`config.mk`:
```
export PLATFORM = sky130hd
export DESIGN_NAME = tpc_core
export DESIGN_NICKNAME = d
export VERILOG_FILES = /design/src/tpc_pkg.sv /design/src/tpc_core.sv
export VERILOG_INCLUDE_DIRS = /design/src
export SDC_FILE = /design/constraint.sdc
export NUM_CORES = 1
export LEC_CHECK = 0
export ABC_AREA = 1
export BUFFER_PORTS_ARGS = -buffer_cell sky130_fd_sc_hd__buf_2
export CAP_MARGIN = 0
export CORE_MARGIN = 4
export CORE_UTILIZATION = 40
export CTS_CLUSTER_DIAMETER = 100
export CTS_CLUSTER_SIZE = 25
export DETAILED_ROUTE_END_ITERATION = 8
export PLACE_DENSITY = 0.69
export SLEW_MARGIN = 20
export SYNTH_ARGS = -nofsm -noshare
export SYNTH_HDL_FRONTEND = slang
export SYNTH_SLANG_ARGS = --single-unit
```
`constraint.sdc`:
```
create_clock -name clk -period 6.6 [get_ports clk]
set_input_delay 0 -clock clk [delete_from_list [all_inputs] [get_ports clk]]
set_output_delay 0 -clock clk [all_outputs]
set_load 0.005 [all_outputs]
```
`src/tpc_map.svh`:
```
`ifndef TPC_MAP_SVH
`define TPC_MAP_SVH

// register byte offsets on the plain register port
`define TPC_OFS_CMD_PTR      8'h00
`define TPC_OFS_STATUS_WORD  8'h04
`define TPC_OFS_IRQ_STATUS   8'h08
`define TPC_OFS_IRQ_MASK     8'h0C
`define TPC_OFS_CONTROL      8'h10
`define TPC_OFS_LAST_HEADER  8'h14

// header word field positions
`define TPC_HDR_ACK          15
`define TPC_HDR_CLR_VOL      14
`define TPC_HDR_REV          13
`define TPC_HDR_SWAP         12
`define TPC_HDR_MODE_HI      11
`define TPC_HDR_MODE_LO      8
`define TPC_HDR_FMT_HI       7
`define TPC_HDR_FMT_LO       5
`define TPC_HDR_CODE_HI      4
`define TPC_HDR_CODE_LO      0

// packet format values
`define TPC_FMT_INT_OFF      3'h0
`define TPC_FMT_INT_ON       3'h4

// status word bit positions
`define TPC_SW_REFUSED       0
`define TPC_SW_NOTE_QUEUED   1
`define TPC_SW_MSG_OWNED     2
`define TPC_SW_INT_EN        3
`define TPC_SW_READY         7

// interrupt status bits
`define TPC_IRQ_DONE         0
`define TPC_IRQ_REFUSED      1
`define TPC_IRQ_FATAL        2

// reset values
`define TPC_RST_IRQ_MASK     3'h0
`define TPC_RST_CONTROL      1'b0

`endif

```
`src/tpc_pkg.sv`:
```
package tpc_pkg;

  typedef enum logic [2:0] {
    TPC_ST_IDLE  = 3'h0,
    TPC_ST_FETCH = 3'h1,
    TPC_ST_EXEC  = 3'h3,
    TPC_ST_MSG   = 3'h2,
    TPC_ST_NOTIFY = 3'h6
  } tpc_state_type;

  typedef enum logic [1:0] {
    TPC_MSG_END  = 2'h0,
    TPC_MSG_NOTIFY = 2'h1,
    TPC_MSG_FAIL = 2'h2
  } tpc_msg_type;

  typedef enum logic [4:0] {
    TPC_CMD_READ     = 5'h01,
    TPC_CMD_SETCHAR  = 5'h04,
    TPC_CMD_WRITE    = 5'h05,
    TPC_CMD_POSITION = 5'h08,
    TPC_CMD_FORMAT   = 5'h09,
    TPC_CMD_CONTROL  = 5'h0A,
    TPC_CMD_INIT     = 5'h0B,
    TPC_CMD_STATUS   = 5'h0F
  } tpc_cmd_type;

  // decoded command handed to the tape execution logic
  typedef struct packed {
    logic [4:0]  code;
    logic [3:0]  mode;
    logic        clear_volume_check;
    logic        reverse_execution;
    logic        byte_swap_select;
    logic [31:0] buf_addr;
    logic [15:0] count;
    logic [15:0] param;
  } tpc_exec_type;

  typedef struct packed {
    tpc_state_type   state;
    logic            subsystem_ready_flag;
    logic            modification_refused_error;
    logic            msg_owned;
    logic            note_queued;
    logic            note_blocked;
    logic            interrupt_enable_bit;
    logic            note_enable;
    logic [15:0]     command_pointer_register;
    logic [1:0]      widx;
    logic [2:0]      wlen;
    logic            rd_pend;
    logic [3:0][15:0] pkt;
    logic [2:0]      irq_sts;
    logic [2:0]      irq_msk;
    logic [15:0]     rdata;
    logic            mem_req;
    logic [15:0]     mem_addr;
    logic            exec_start;
    logic            msg_req;
    tpc_msg_type     msg_kind;
    logic            msg_ack;
    logic            irq;
  } tpc_st_type;

endpackage : tpc_pkg
```
`src/tpc_core.sv`:
```
// Local design decisions: the register offsets and the address-and-strobe port.
`include "tpc_map.svh"
module tpc_core (
  // clock and reset
  input  wire logic                clk,
  input  wire logic                rst,
  // register port
  input  wire logic [7:0]          reg_addr,
  input  wire logic [15:0]         reg_wdata,
  input  wire logic                reg_wr,
  input  wire logic                reg_rd,
  output logic      [15:0]         reg_rdata,
  // packet fetch from host memory
  output logic                     mem_rd_req,
  output logic      [15:0]         mem_rd_addr,
  input  wire logic                mem_rd_valid,
  input  wire logic [15:0]         mem_rd_data,
  input  wire logic                mem_rd_err,
  // tape execution
  output logic                     exec_start,
  output tpc_pkg::tpc_exec_type    exec_cmd,
  input  wire logic                exec_done,
  input  wire logic                attention_event,
  input  wire logic                fatal_error,
  // message buffer writer
  output logic                     msg_wr_req,
  output tpc_pkg::tpc_msg_type     msg_kind,
  output logic                     msg_ack,
  input  wire logic                msg_wr_done,
  // interrupt
  output logic                     irq
);
  import tpc_pkg::*;

  tpc_st_type s;
  tpc_st_type n;

  // packet length in words from the command code
  function automatic logic [2:0] pkt_words(input logic [4:0] code);
    if (code[4:3] == 2'b00) begin
      pkt_words = 3'd4;
    end else if (code[4:3] == 2'b01) begin
      pkt_words = (code == TPC_CMD_POSITION) ? 3'd2 : 3'd1;
    end else begin
      pkt_words = 3'd1;
    end
  endfunction : pkt_words

  function automatic logic is_release(input logic [15:0] hdr);
    is_release = (hdr[`TPC_HDR_CODE_HI:`TPC_HDR_CODE_LO] == TPC_CMD_CONTROL) &&
                 (hdr[`TPC_HDR_MODE_HI:`TPC_HDR_MODE_LO] == 4'h0);
  endfunction : is_release

  logic        wr_ptr;
  logic [15:0] hdr_now;
  logic [2:0]  len_now;
  logic        last_word;
  logic        ev_done;
  logic        ev_ref;
  logic [2:0]  irq_set;
  logic [2:0]  irq_clr;

  assign wr_ptr = reg_wr && (reg_addr == `TPC_OFS_CMD_PTR);

  always_comb begin
    n            = s;
    n.mem_req    = 1'b0;
    n.exec_start = 1'b0;
    n.msg_req    = 1'b0;
    ev_done      = 1'b0;
    ev_ref       = 1'b0;
    hdr_now      = (s.widx == 2'd0) ? mem_rd_data : s.pkt[0];
    len_now      = (s.widx == 2'd0) ? pkt_words(mem_rd_data[4:0]) : s.wlen;
    last_word    = (({1'b0, s.widx} + 3'd1) == len_now);

    // register writes
    if (reg_wr) begin
      unique case (reg_addr)
        `TPC_OFS_CMD_PTR: begin
          if (s.subsystem_ready_flag && s.state == TPC_ST_IDLE) begin
            n.command_pointer_register   = reg_wdata;
            n.subsystem_ready_flag       = 1'b0;
            n.modification_refused_error = 1'b0;
            n.widx                       = 2'd0;
            n.rd_pend                    = 1'b0;
            n.state                      = TPC_ST_FETCH;
          end else begin
            n.modification_refused_error = 1'b1;
            ev_ref                       = 1'b1;
          end
        end
        `TPC_OFS_IRQ_MASK: n.irq_msk     = reg_wdata[2:0];
        `TPC_OFS_CONTROL:  n.note_enable = reg_wdata[0];
        default: ;
      endcase
    end

    unique case (s.state)
      TPC_ST_IDLE: begin
        // attention only considered while nothing executes
        if (attention_event && s.note_enable && !s.note_blocked && !s.note_queued &&
            s.subsystem_ready_flag) begin
          if (s.msg_owned && !wr_ptr) begin
            n.subsystem_ready_flag = 1'b0;
            n.msg_req              = 1'b1;
            n.msg_kind             = TPC_MSG_NOTIFY;
            n.msg_ack              = 1'b0;
            n.state                = TPC_ST_NOTIFY;
          end else begin
            // no buffer held, or a racing pointer write wins; the attention waits for the next ack
            n.note_queued = 1'b1;
          end
        end
      end
      TPC_ST_FETCH: begin
        if (!s.rd_pend) begin
          n.mem_req  = 1'b1;
          n.mem_addr = s.command_pointer_register + {13'h0000, s.widx, 1'b0};
          n.rd_pend  = 1'b1;
        end else if (mem_rd_err) begin
          // the packet cannot be trusted, so no ownership change is taken from it
          n.rd_pend  = 1'b0;
          n.msg_req  = 1'b1;
          n.msg_kind = TPC_MSG_FAIL;
          n.msg_ack  = 1'b0;
          n.state    = TPC_ST_MSG;
        end else if (mem_rd_valid) begin
          n.rd_pend      = 1'b0;
          n.pkt[s.widx]  = mem_rd_data;
          n.wlen         = len_now;
          n.widx         = s.widx + 2'd1;
          if (last_word) begin
            if (hdr_now[`TPC_HDR_ACK]) begin
              n.msg_owned    = 1'b1;
              n.note_blocked = 1'b0;
            end
            if (s.note_queued && hdr_now[`TPC_HDR_ACK]) begin
              // command dropped; interrupt enable is left as it was
              n.msg_req  = 1'b1;
              n.msg_kind = TPC_MSG_NOTIFY;
              n.msg_ack  = 1'b0;
              n.state    = TPC_ST_NOTIFY;
            end else begin
              if (hdr_now[`TPC_HDR_FMT_HI:`TPC_HDR_FMT_LO] == `TPC_FMT_INT_ON) begin
                n.interrupt_enable_bit = 1'b1;
              end else if (hdr_now[`TPC_HDR_FMT_HI:`TPC_HDR_FMT_LO] == `TPC_FMT_INT_OFF) begin
                n.interrupt_enable_bit = 1'b0;
              end
              n.exec_start = 1'b1;
              n.state      = TPC_ST_EXEC;
            end
          end
        end
      end
      TPC_ST_EXEC: begin
        if (exec_done) begin
          if (is_release(s.pkt[0])) begin
            n.subsystem_ready_flag = 1'b1;
            ev_done                = 1'b1;
            n.state                = TPC_ST_IDLE;
          end else if (s.msg_owned) begin
            n.msg_req  = 1'b1;
            n.msg_kind = TPC_MSG_END;
            n.msg_ack  = 1'b1;
            n.state    = TPC_ST_MSG;
          end else begin
            // no buffer to write into: the ready flag and the done event are raised, no message
            n.subsystem_ready_flag = 1'b1;
            ev_done                = 1'b1;
            n.state                = TPC_ST_IDLE;
          end
        end
      end
      TPC_ST_MSG: begin
        if (msg_wr_done) begin
          n.subsystem_ready_flag = 1'b1;
          n.msg_owned            = 1'b0;
          ev_done                = 1'b1;
          n.state                = TPC_ST_IDLE;
        end
      end
      TPC_ST_NOTIFY: begin
        if (msg_wr_done) begin
          n.subsystem_ready_flag = 1'b1;
          n.msg_owned            = 1'b0;
          n.note_queued          = 1'b0;
          n.note_blocked         = 1'b1;
          ev_done                = 1'b1;
          n.state                = TPC_ST_IDLE;
        end
      end
    endcase

    // sticky interrupt status; a set in the clearing cycle wins
    irq_set                = 3'h0;
    irq_set[`TPC_IRQ_DONE]    = ev_done && n.interrupt_enable_bit;
    irq_set[`TPC_IRQ_REFUSED] = ev_ref;
    irq_set[`TPC_IRQ_FATAL]   = fatal_error;
    irq_clr = (reg_wr && reg_addr == `TPC_OFS_IRQ_STATUS) ? reg_wdata[2:0] : 3'h0;
    n.irq_sts = (s.irq_sts & ~irq_clr) | irq_set;
    n.irq     = |(n.irq_sts & n.irq_msk);

    // read data for the cycle after the strobe
    n.rdata = 16'h0000;
    if (reg_rd) begin
      unique case (reg_addr)
        `TPC_OFS_CMD_PTR: n.rdata = s.command_pointer_register;
        `TPC_OFS_STATUS_WORD: begin
          n.rdata[`TPC_SW_REFUSED]     = s.modification_refused_error;
          n.rdata[`TPC_SW_NOTE_QUEUED] = s.note_queued;
          n.rdata[`TPC_SW_MSG_OWNED]   = s.msg_owned;
          n.rdata[`TPC_SW_INT_EN]      = s.interrupt_enable_bit;
          n.rdata[`TPC_SW_READY]       = s.subsystem_ready_flag;
        end
        `TPC_OFS_IRQ_STATUS:  n.rdata = {13'h0000, s.irq_sts};
        `TPC_OFS_IRQ_MASK:    n.rdata = {13'h0000, s.irq_msk};
        `TPC_OFS_CONTROL:     n.rdata = {15'h0000, s.note_enable};
        `TPC_OFS_LAST_HEADER: n.rdata = s.pkt[0];
        default:              n.rdata = 16'h0000;
      endcase
    end
  end

  always_ff @(posedge clk) begin
    if (rst) begin
      s                      <= '0;
      s.state                <= TPC_ST_IDLE;
      s.subsystem_ready_flag <= 1'b1;
      s.irq_msk              <= `TPC_RST_IRQ_MASK;
      s.note_enable          <= `TPC_RST_CONTROL;
      s.msg_kind             <= TPC_MSG_END;
    end else begin
      s <= n;
    end
  end

  // outputs come straight from the state register
  assign reg_rdata   = s.rdata;
  assign mem_rd_req  = s.mem_req;
  assign mem_rd_addr = s.mem_addr;
  assign exec_start  = s.exec_start;
  assign msg_wr_req  = s.msg_req;
  assign msg_kind    = s.msg_kind;
  assign msg_ack     = s.msg_ack;
  assign irq         = s.irq;

  // packet word decode; only meaningful once exec_start has pulsed
  assign exec_cmd.code               = s.pkt[0][`TPC_HDR_CODE_HI:`TPC_HDR_CODE_LO];
  assign exec_cmd.mode               = s.pkt[0][`TPC_HDR_MODE_HI:`TPC_HDR_MODE_LO];
  assign exec_cmd.clear_volume_check = s.pkt[0][`TPC_HDR_CLR_VOL];
  assign exec_cmd.reverse_execution  = s.pkt[0][`TPC_HDR_REV];
  assign exec_cmd.byte_swap_select   = s.pkt[0][`TPC_HDR_SWAP];
  assign exec_cmd.buf_addr           = {s.pkt[2], s.pkt[1]};
  assign exec_cmd.count              = s.pkt[3];
  assign exec_cmd.param              = s.pkt[1];

  a_ptr_clears_ready: assert property (@(posedge clk) disable iff (rst)
    (wr_ptr && s.subsystem_ready_flag && s.state == TPC_ST_IDLE)
      |=> (!s.subsystem_ready_flag && s.state == TPC_ST_FETCH))
    else $error("pointer write did not clear ready");

  a_busy_write_refused: assert property (@(posedge clk) disable iff (rst)
    (wr_ptr && !s.subsystem_ready_flag)
      |=> (s.modification_refused_error && $stable(s.command_pointer_register)))
    else $error("busy pointer write not refused");

  a_note_not_exec: assert property (@(posedge clk) disable iff (rst)
    $rose(s.state == TPC_ST_NOTIFY) |-> ($past(s.state) != TPC_ST_EXEC))
    else $error("attention started during execution");

  a_queue_holds: assert property (@(posedge clk) disable iff (rst)
    (s.note_queued && s.state != TPC_ST_NOTIFY) |=> s.note_queued)
    else $error("queued attention lost");

  a_note_drops_cmd: assert property (@(posedge clk) disable iff (rst)
    (s.msg_req && s.msg_kind == TPC_MSG_NOTIFY)
      |-> (!s.msg_ack && !s.exec_start))
    else $error("attention message with ack or command run");

  a_release_no_msg: assert property (@(posedge clk) disable iff (rst)
    (s.state == TPC_ST_EXEC && exec_done && is_release(s.pkt[0]))
      |=> (!s.msg_req && s.subsystem_ready_flag && $stable(s.msg_owned)))
    else $error("release command misbehaved");

  a_note_held_buf: assert property (@(posedge clk) disable iff (rst)
    ($rose(s.state == TPC_ST_NOTIFY) && $past(s.state) == TPC_ST_IDLE)
      |-> (s.msg_req && !s.msg_ack && !s.subsystem_ready_flag && $past(s.msg_owned)))
    else $error("attention from idle without held buffer");

  a_note_blocked: assert property (@(posedge clk) disable iff (rst)
    (s.state == TPC_ST_IDLE && s.note_blocked) |=> (s.state != TPC_ST_NOTIFY))
    else $error("attention while blocked");

  a_ack_takes_buf: assert property (@(posedge clk) disable iff (rst)
    (s.state == TPC_ST_FETCH && s.rd_pend && !mem_rd_err && mem_rd_valid && last_word &&
     hdr_now[`TPC_HDR_ACK]) |=> s.msg_owned)
    else $error("ack header did not hand over the buffer");

  a_code_sets_len: assert property (@(posedge clk) disable iff (rst)
    (s.state == TPC_ST_FETCH && s.rd_pend && !mem_rd_err && mem_rd_valid &&
     s.widx == 2'd0 && mem_rd_data[4:3] == 2'b00) |=> (s.wlen == 3'd4))
    else $error("four-word packet length not taken");

  a_fatal_sets: assert property (@(posedge clk) disable iff (rst)
    fatal_error |=> s.irq_sts[`TPC_IRQ_FATAL])
    else $error("fatal error not recorded");

  a_fetch_err_fail: assert property (@(posedge clk) disable iff (rst)
    (s.state == TPC_ST_FETCH && s.rd_pend && mem_rd_err)
      |=> (s.msg_req && s.msg_kind == TPC_MSG_FAIL && s.state == TPC_ST_MSG))
    else $error("bus error gave no failure message");

  a_int_from_format: assert property (@(posedge clk) disable iff (rst)
    (s.exec_start && s.pkt[0][`TPC_HDR_FMT_HI:`TPC_HDR_FMT_LO] == `TPC_FMT_INT_ON)
      |-> s.interrupt_enable_bit)
    else $error("format 100 did not enable interrupts");

  a_format_off: assert property (@(posedge clk) disable iff (rst)
    (s.exec_start && s.pkt[0][`TPC_HDR_FMT_HI:`TPC_HDR_FMT_LO] == `TPC_FMT_INT_OFF)
      |-> !s.interrupt_enable_bit)
    else $error("format 000 did not disable interrupts");

  a_done_waits_en: assert property (@(posedge clk) disable iff (rst)
    ($rose(s.subsystem_ready_flag) && !s.interrupt_enable_bit && !$past(s.irq_sts[0]))
      |-> !s.irq_sts[0])
    else $error("done interrupt without enable");

endmodule : tpc_core

```
Word-level counts from Yosys, hierarchy flattened
Index checks and enable logic that the tools add are counted.

Bits in registers: 141. Input port bits: 50. Output and inout port bits: 115. Word-level logic and storage cells: 198.

$add $sub $neg: 3. $lt $le $gt $ge: 2. Eq/ne operators: 30. Mux-type cells: 88. Bitwise operators: 10. Reduce and logical (&&, ||, !) cells: 39.

Operator list (number): 2-to-1 mux 70 bit (2); 2-to-1 mux 64 bit (2); bitwise mux 64 bit (1); 2-to-1 mux 4 bit (14); 2-to-1 mux 3 bit (11); demux 16 bit (select 2 bit) (1); 2-to-1 mux 16 bit (2); 2-to-1 mux 5 bit (6); 2-to-1 mux 1 bit (27); one-hot mux 4 bit (6 select lines) (1); inequality test 2 bit (second input constant) (11); 2-to-1 mux 2 bit (10); 2-to-1 mux 17 bit (1); adder 16 x 3 -> 16 bit (1); equality test 8 x 4 -> 1 bit (second input constant) (2); equality test 8 x 5 -> 1 bit (second input constant) (2); one-hot mux 8 bit (2 select lines) (1); logical AND 1 bit (12); one-hot mux 3 bit (4 select lines) (1); one-hot mux 4 bit (3 select lines) (1); equality test 5 x 4 -> 1 bit (second input constant) (2); AND reduction 10 bit (1); inequality test 3 bit (second input constant) (3); one-hot mux 1 bit (3 select lines) (3); other kinds (32) (54).

Logic depth before layout (Yosys ltp)
Depth in word-level cells: 15. Gate-level depth with buffers: 15. Mapped depth without buffers: 15.

Least setup slack after synthesis
No wires, ideal clock.

Kind: register to register. From: register s[113] (netlist name). To: register s, in the netlist mem_rd_addr[15]. Library setup time: 113 ps. Arrival: 2019 ps. Required time: 6487 ps. Slack: 4468 ps. Cell stages (with the launch flop): 14. Path buffers: 0. Clock period less this slack: 2132 ps. Cells stage by stage: dfxtp_1 > ha_1 > inv_1 > fa_1 > nor2_1 > nand2_1 > nor3_2 > nand4_1 > nor2_1 > nand3_1 > nand2_1 > nand2_1 > o21ai_1 > inv_1.

Word-level cells in the longest chain between the ends: 1.

Ends and longest elaborated chain: from (decl) (line tpc_core.sv:35) `tpc_st_type s;`; from (signal assigned) (line tpc_core.sv:233) `s <= n;`; adder 16 x 3 -> 16 bit (line tpc_core.sv:118) `n.mem_addr = s.command_pointer_register + {13'h0000, s.widx, 1'b0};`.

No other way between the ends. A chain may end at the register's enable or synchronous reset.

Worst setup path in the final report
From: register s[114] (netlist name). To: register s[138] (netlist name).

Word-level cells in the longest chain between the ends: 9. Elaborated cells on any way between the ends: 12. Classes of those cells: 1 x add/sub; 1 x eq/ne; 8 x mux; 2 x reduce/logical.

Ends and longest elaborated chain: parallel branches: the longest is 4 deep, another holds adder 2 x 1 -> 3 bit; 2-to-1 mux 3 bit (*) (line tpc_core.sv:132) `if (last_word) begin`; 2-to-1 mux 3 bit (*) (line tpc_core.sv:127) `end else if (mem_rd_valid) begin`; 2-to-1 mux 3 bit (*) (line tpc_core.sv:120) `end else if (mem_rd_err) begin`; 2-to-1 mux 3 bit (*) (line tpc_core.sv:116) `if (!s.rd_pend) begin`; one-hot mux 3 bit (4 select lines) (*) (line tpc_core.sv:98) `unique case (s.state)`.

Mark *: on every way between the ends.

==> metrics.txt <==
status=complete, no violations; WL per Instance=around 15 um; combinational share of power=15.5%; Synth top cells by count=nand2_1, dfxtp_1, buf_4; Ys Warns=0; most common cell in the netlist=nand2_1; clock share of power=~44%; post-layout util=between 40% and 50%; Post-synth EDFFs=0; maxcap violations=0; Final Hold Vio Count=0; Top FF cell, synth=dfxtp_1; Synth area leaders=dfxtp_1, buf_4, nand2_1; Int Pwr=between 1.5 and 2 mW; final setup violating endpoints=0; placer congestion estimate=0.897; Remaining DRCs=0; total gr overflow=0; initial detailed-routing violation count=around 520; Die H=140 um; Setup crit start=s[114]; Slew Limit Fails=0; Clock Path Buffers=2; Tmin final=about 2.5 ns; Leak=3.55 nW; r2r worst-path depth=13; Post-DP HPWL=between 10000 and 15000 um; post-synthesis sequential area ratio=between 40% and 50%; Yosys reg bits=roughly 140; Clock transition at path regs=around 0.060 ns; H-tree Lvls=4; area grow syn2layout=16.2%; RSZ-0062 raised after global routing=false; first-pass GRT wire length=between 30000 and 40000 um; nets=~1100; capture instance of the worst register-to-register path=s[138]; CP Depth=13; core area=16800 um2; Initial DRT Pass Iterations=7; Mapped Nets=between 900 and 1000; Die ar.=between 15000 and 20000 um2; Clock Latency Late Sink=roughly 0.42 ns; vias per std cell=4.98; arrival time at the worst endpoint=roughly 2.8 ns; Worst setup EP type=register; Inserted Diodes=0; Filler cells=~1700; Hold Slack=about 0.025 ns; hold crit path type=in2reg; slowest CP cell=ha_1; most used cell, CP=nand3_2; TritonCTS clock tree=built; total wire length=~19000 um; # IOs=roughly 170; Top delay family on crit path=simple AND/OR/NAND/NOR gates; initial antenna violation count=0; Max VDD drop=~0.17 mV; crit path to=s[138]; Mapped Avg Cell Area=~7.5 um2; FMAX=398 MHz; largest net degree at the start of global routing=86; vias in the first global route=between 5000 and 6000; sw power=0.642 mW; pwr dens=between 200 and 300 nW/um2; Cells after Synth=929; Slew HR=38.3%; crit start category=register; share of power burned in registers=between 40% and 50%; kind of critical path=reg2reg; post-route ant nets=0; fraction of layout cells with a size suffix above 1=23.2%; Num CTS Buffers=17; Post-Syn Area=a little under 7000 um2; CP max FO=14; Setup Skew=around 0.009 ns; clk sinks=between 100 and 150; post-synth top area share=between 40% and 50%; r2r setup slk=4.09 ns; Final TNS setup=0 ns; root buffer cell=clkbuf_16; gr usage total=19.2%; Worst EP required=6.92 ns; I/O Buffers=around 160; Row Count=47; worst reg2reg startpoint=s[114]; switching share of power=between 20% and 30%; Final Cycle Share=around two fifths; area leader, netlist=dfxtp_1; Initial Utilization=41.4%; slew at the pin closest to its max-slew limit=a little over 0.9 ns; worst-path cell chain=inv_1 -> ha_1 -> inv_2 -> nor2_1 -> nand3_2 -> nand3_1 -> nand3_2 -> nor2_2 -> nand2_1 -> nand3_2 -> nand3_1 -> o21ai_1 -> inv_1; FFs w/ async S/R, synth=0%; die width=about 140 um; Crit path buffers/inverters=3; crit-path max cell delay=between 0.5 and 0.6 ns; Synth cell types=42; Via Count=between 6000 and 7000
==> placed cells by master, fill, tap and decap left out, types with 7 or more instances in the layout <==
cell type,Yosys,layout
a21oi_1,108,108
buf_2,7,164
clkbuf_16,0,17
dfxtp_1,141,141
dlygate4sd3_1,0,39
inv_1,78,78
inv_2,7,7
nand2_1,161,161
nand2_2,9,9
nand3_1,77,77
nand4_1,8,8
nor2_1,61,61
o21ai_0,48,48
o21ai_1,9,9
xor2_1,9,9
==> power groups by stage <==
stage	combinational, mW	sequential [mW]	clock, mW
2_1_floorplan	0.282	0.961	0
3_3_place_gp	0.343	0.969	0
3_5_place_dp	0.345	0.971	0
4_1_cts	0.366	0.952	1.06
5_1_grt	0.409	0.962	1.10
6_report	0.366	0.953	1.05
==> worst min-delay path by stage <==
stage | from | cells past startpoint | to
after global routing | reg_addr[0] | 4 | s[131]
after CTS | reg_addr[5] | 4 | s[131]
after detailed placement | reg_wdata[15] | 3 | s[130]
after floorplan | reg_wdata[1] | 2 | s[116]
after global placement | reg_wdata[10] | 3 | s[125]
final | reg_addr[5] | 4 | s[131]
==> metal layers <==
metal	wire length, um	part of all wire (%)	vias up	global-route usage, %
met1	7980	42	2810	24.1
met2	9090	48	227	31.3
li1	-	-	3074	-
met5	0	0	-	0
met4	583	3.1	0	8.57
met3	1390	7.3	46	4.91
==> cells by family (layout without fill, tap and decap cells) <==
logic type | Yosys count | in the layout | synth area share [%]
adder cells (fa/ha/maj) | 7 | 7 | 1.37
XOR/XNOR | 9 | 9 | 1.13
buffers and inverters | 235 | 323 | 19.4
AO/OA/AOI/OAI | 191 | 191 | 14.7
multiplexers | 2 | 2 | 0.288
flip-flops | 141 | 141 | 40.6
AND/OR/NAND/NOR | 344 | 344 | 22.6
==> worst register-to-register path, cell delays in order, from the launching register on <==
cell	delay [ns]
dfxtp_1	0.37
inv_1	0.16
ha_1	0.55
inv_2	0.15
nor2_1	0.14
nand3_2	0.14
nand3_1	0.12
nand3_2	0.10
nor2_2	0.18
nand2_1	0.13
nand3_2	0.10
nand3_1	0.07
o21ai_1	0.14
inv_1	0.05
==> repair_timing <==
item                                   CTS  global route
endpoints found under the hold margin  100             0
gates resized for setup                  0             0
hold buffers                            39             0
buffers inserted                         0             0
==> per-stage QoR <==
stage | setup WS (ns) | std cells | cell area, um2 | power [mW]
floorplan | 4.47 | 929 | 6960 | 1.24
global placement | 4.13 | 1166 | 7050 | 1.31
detailed placement | 4.13 | 1166 | 7050 | 1.32
CTS | 4.11 | 1237 | 8080 | 2.38
global route | 3.86 | 1237 | 8080 | 2.47
finish | 4.09 | 1237 | 8080 | 2.36
==> final cells by class <==
type	instances	area, um2	share of cell area, %
Tap cell	220	275	3.41
Timing Repair Buffer	206	1230	15.3
Clock buffer	18	429	5.31
Multi-Input combinational cell	553	2790	34.5
Clock inverter	14	216	2.68
Inverter	85	319	3.95
Sequential cell	141	2820	34.9
Note: power is estimated with default switching activity, not from simulation.
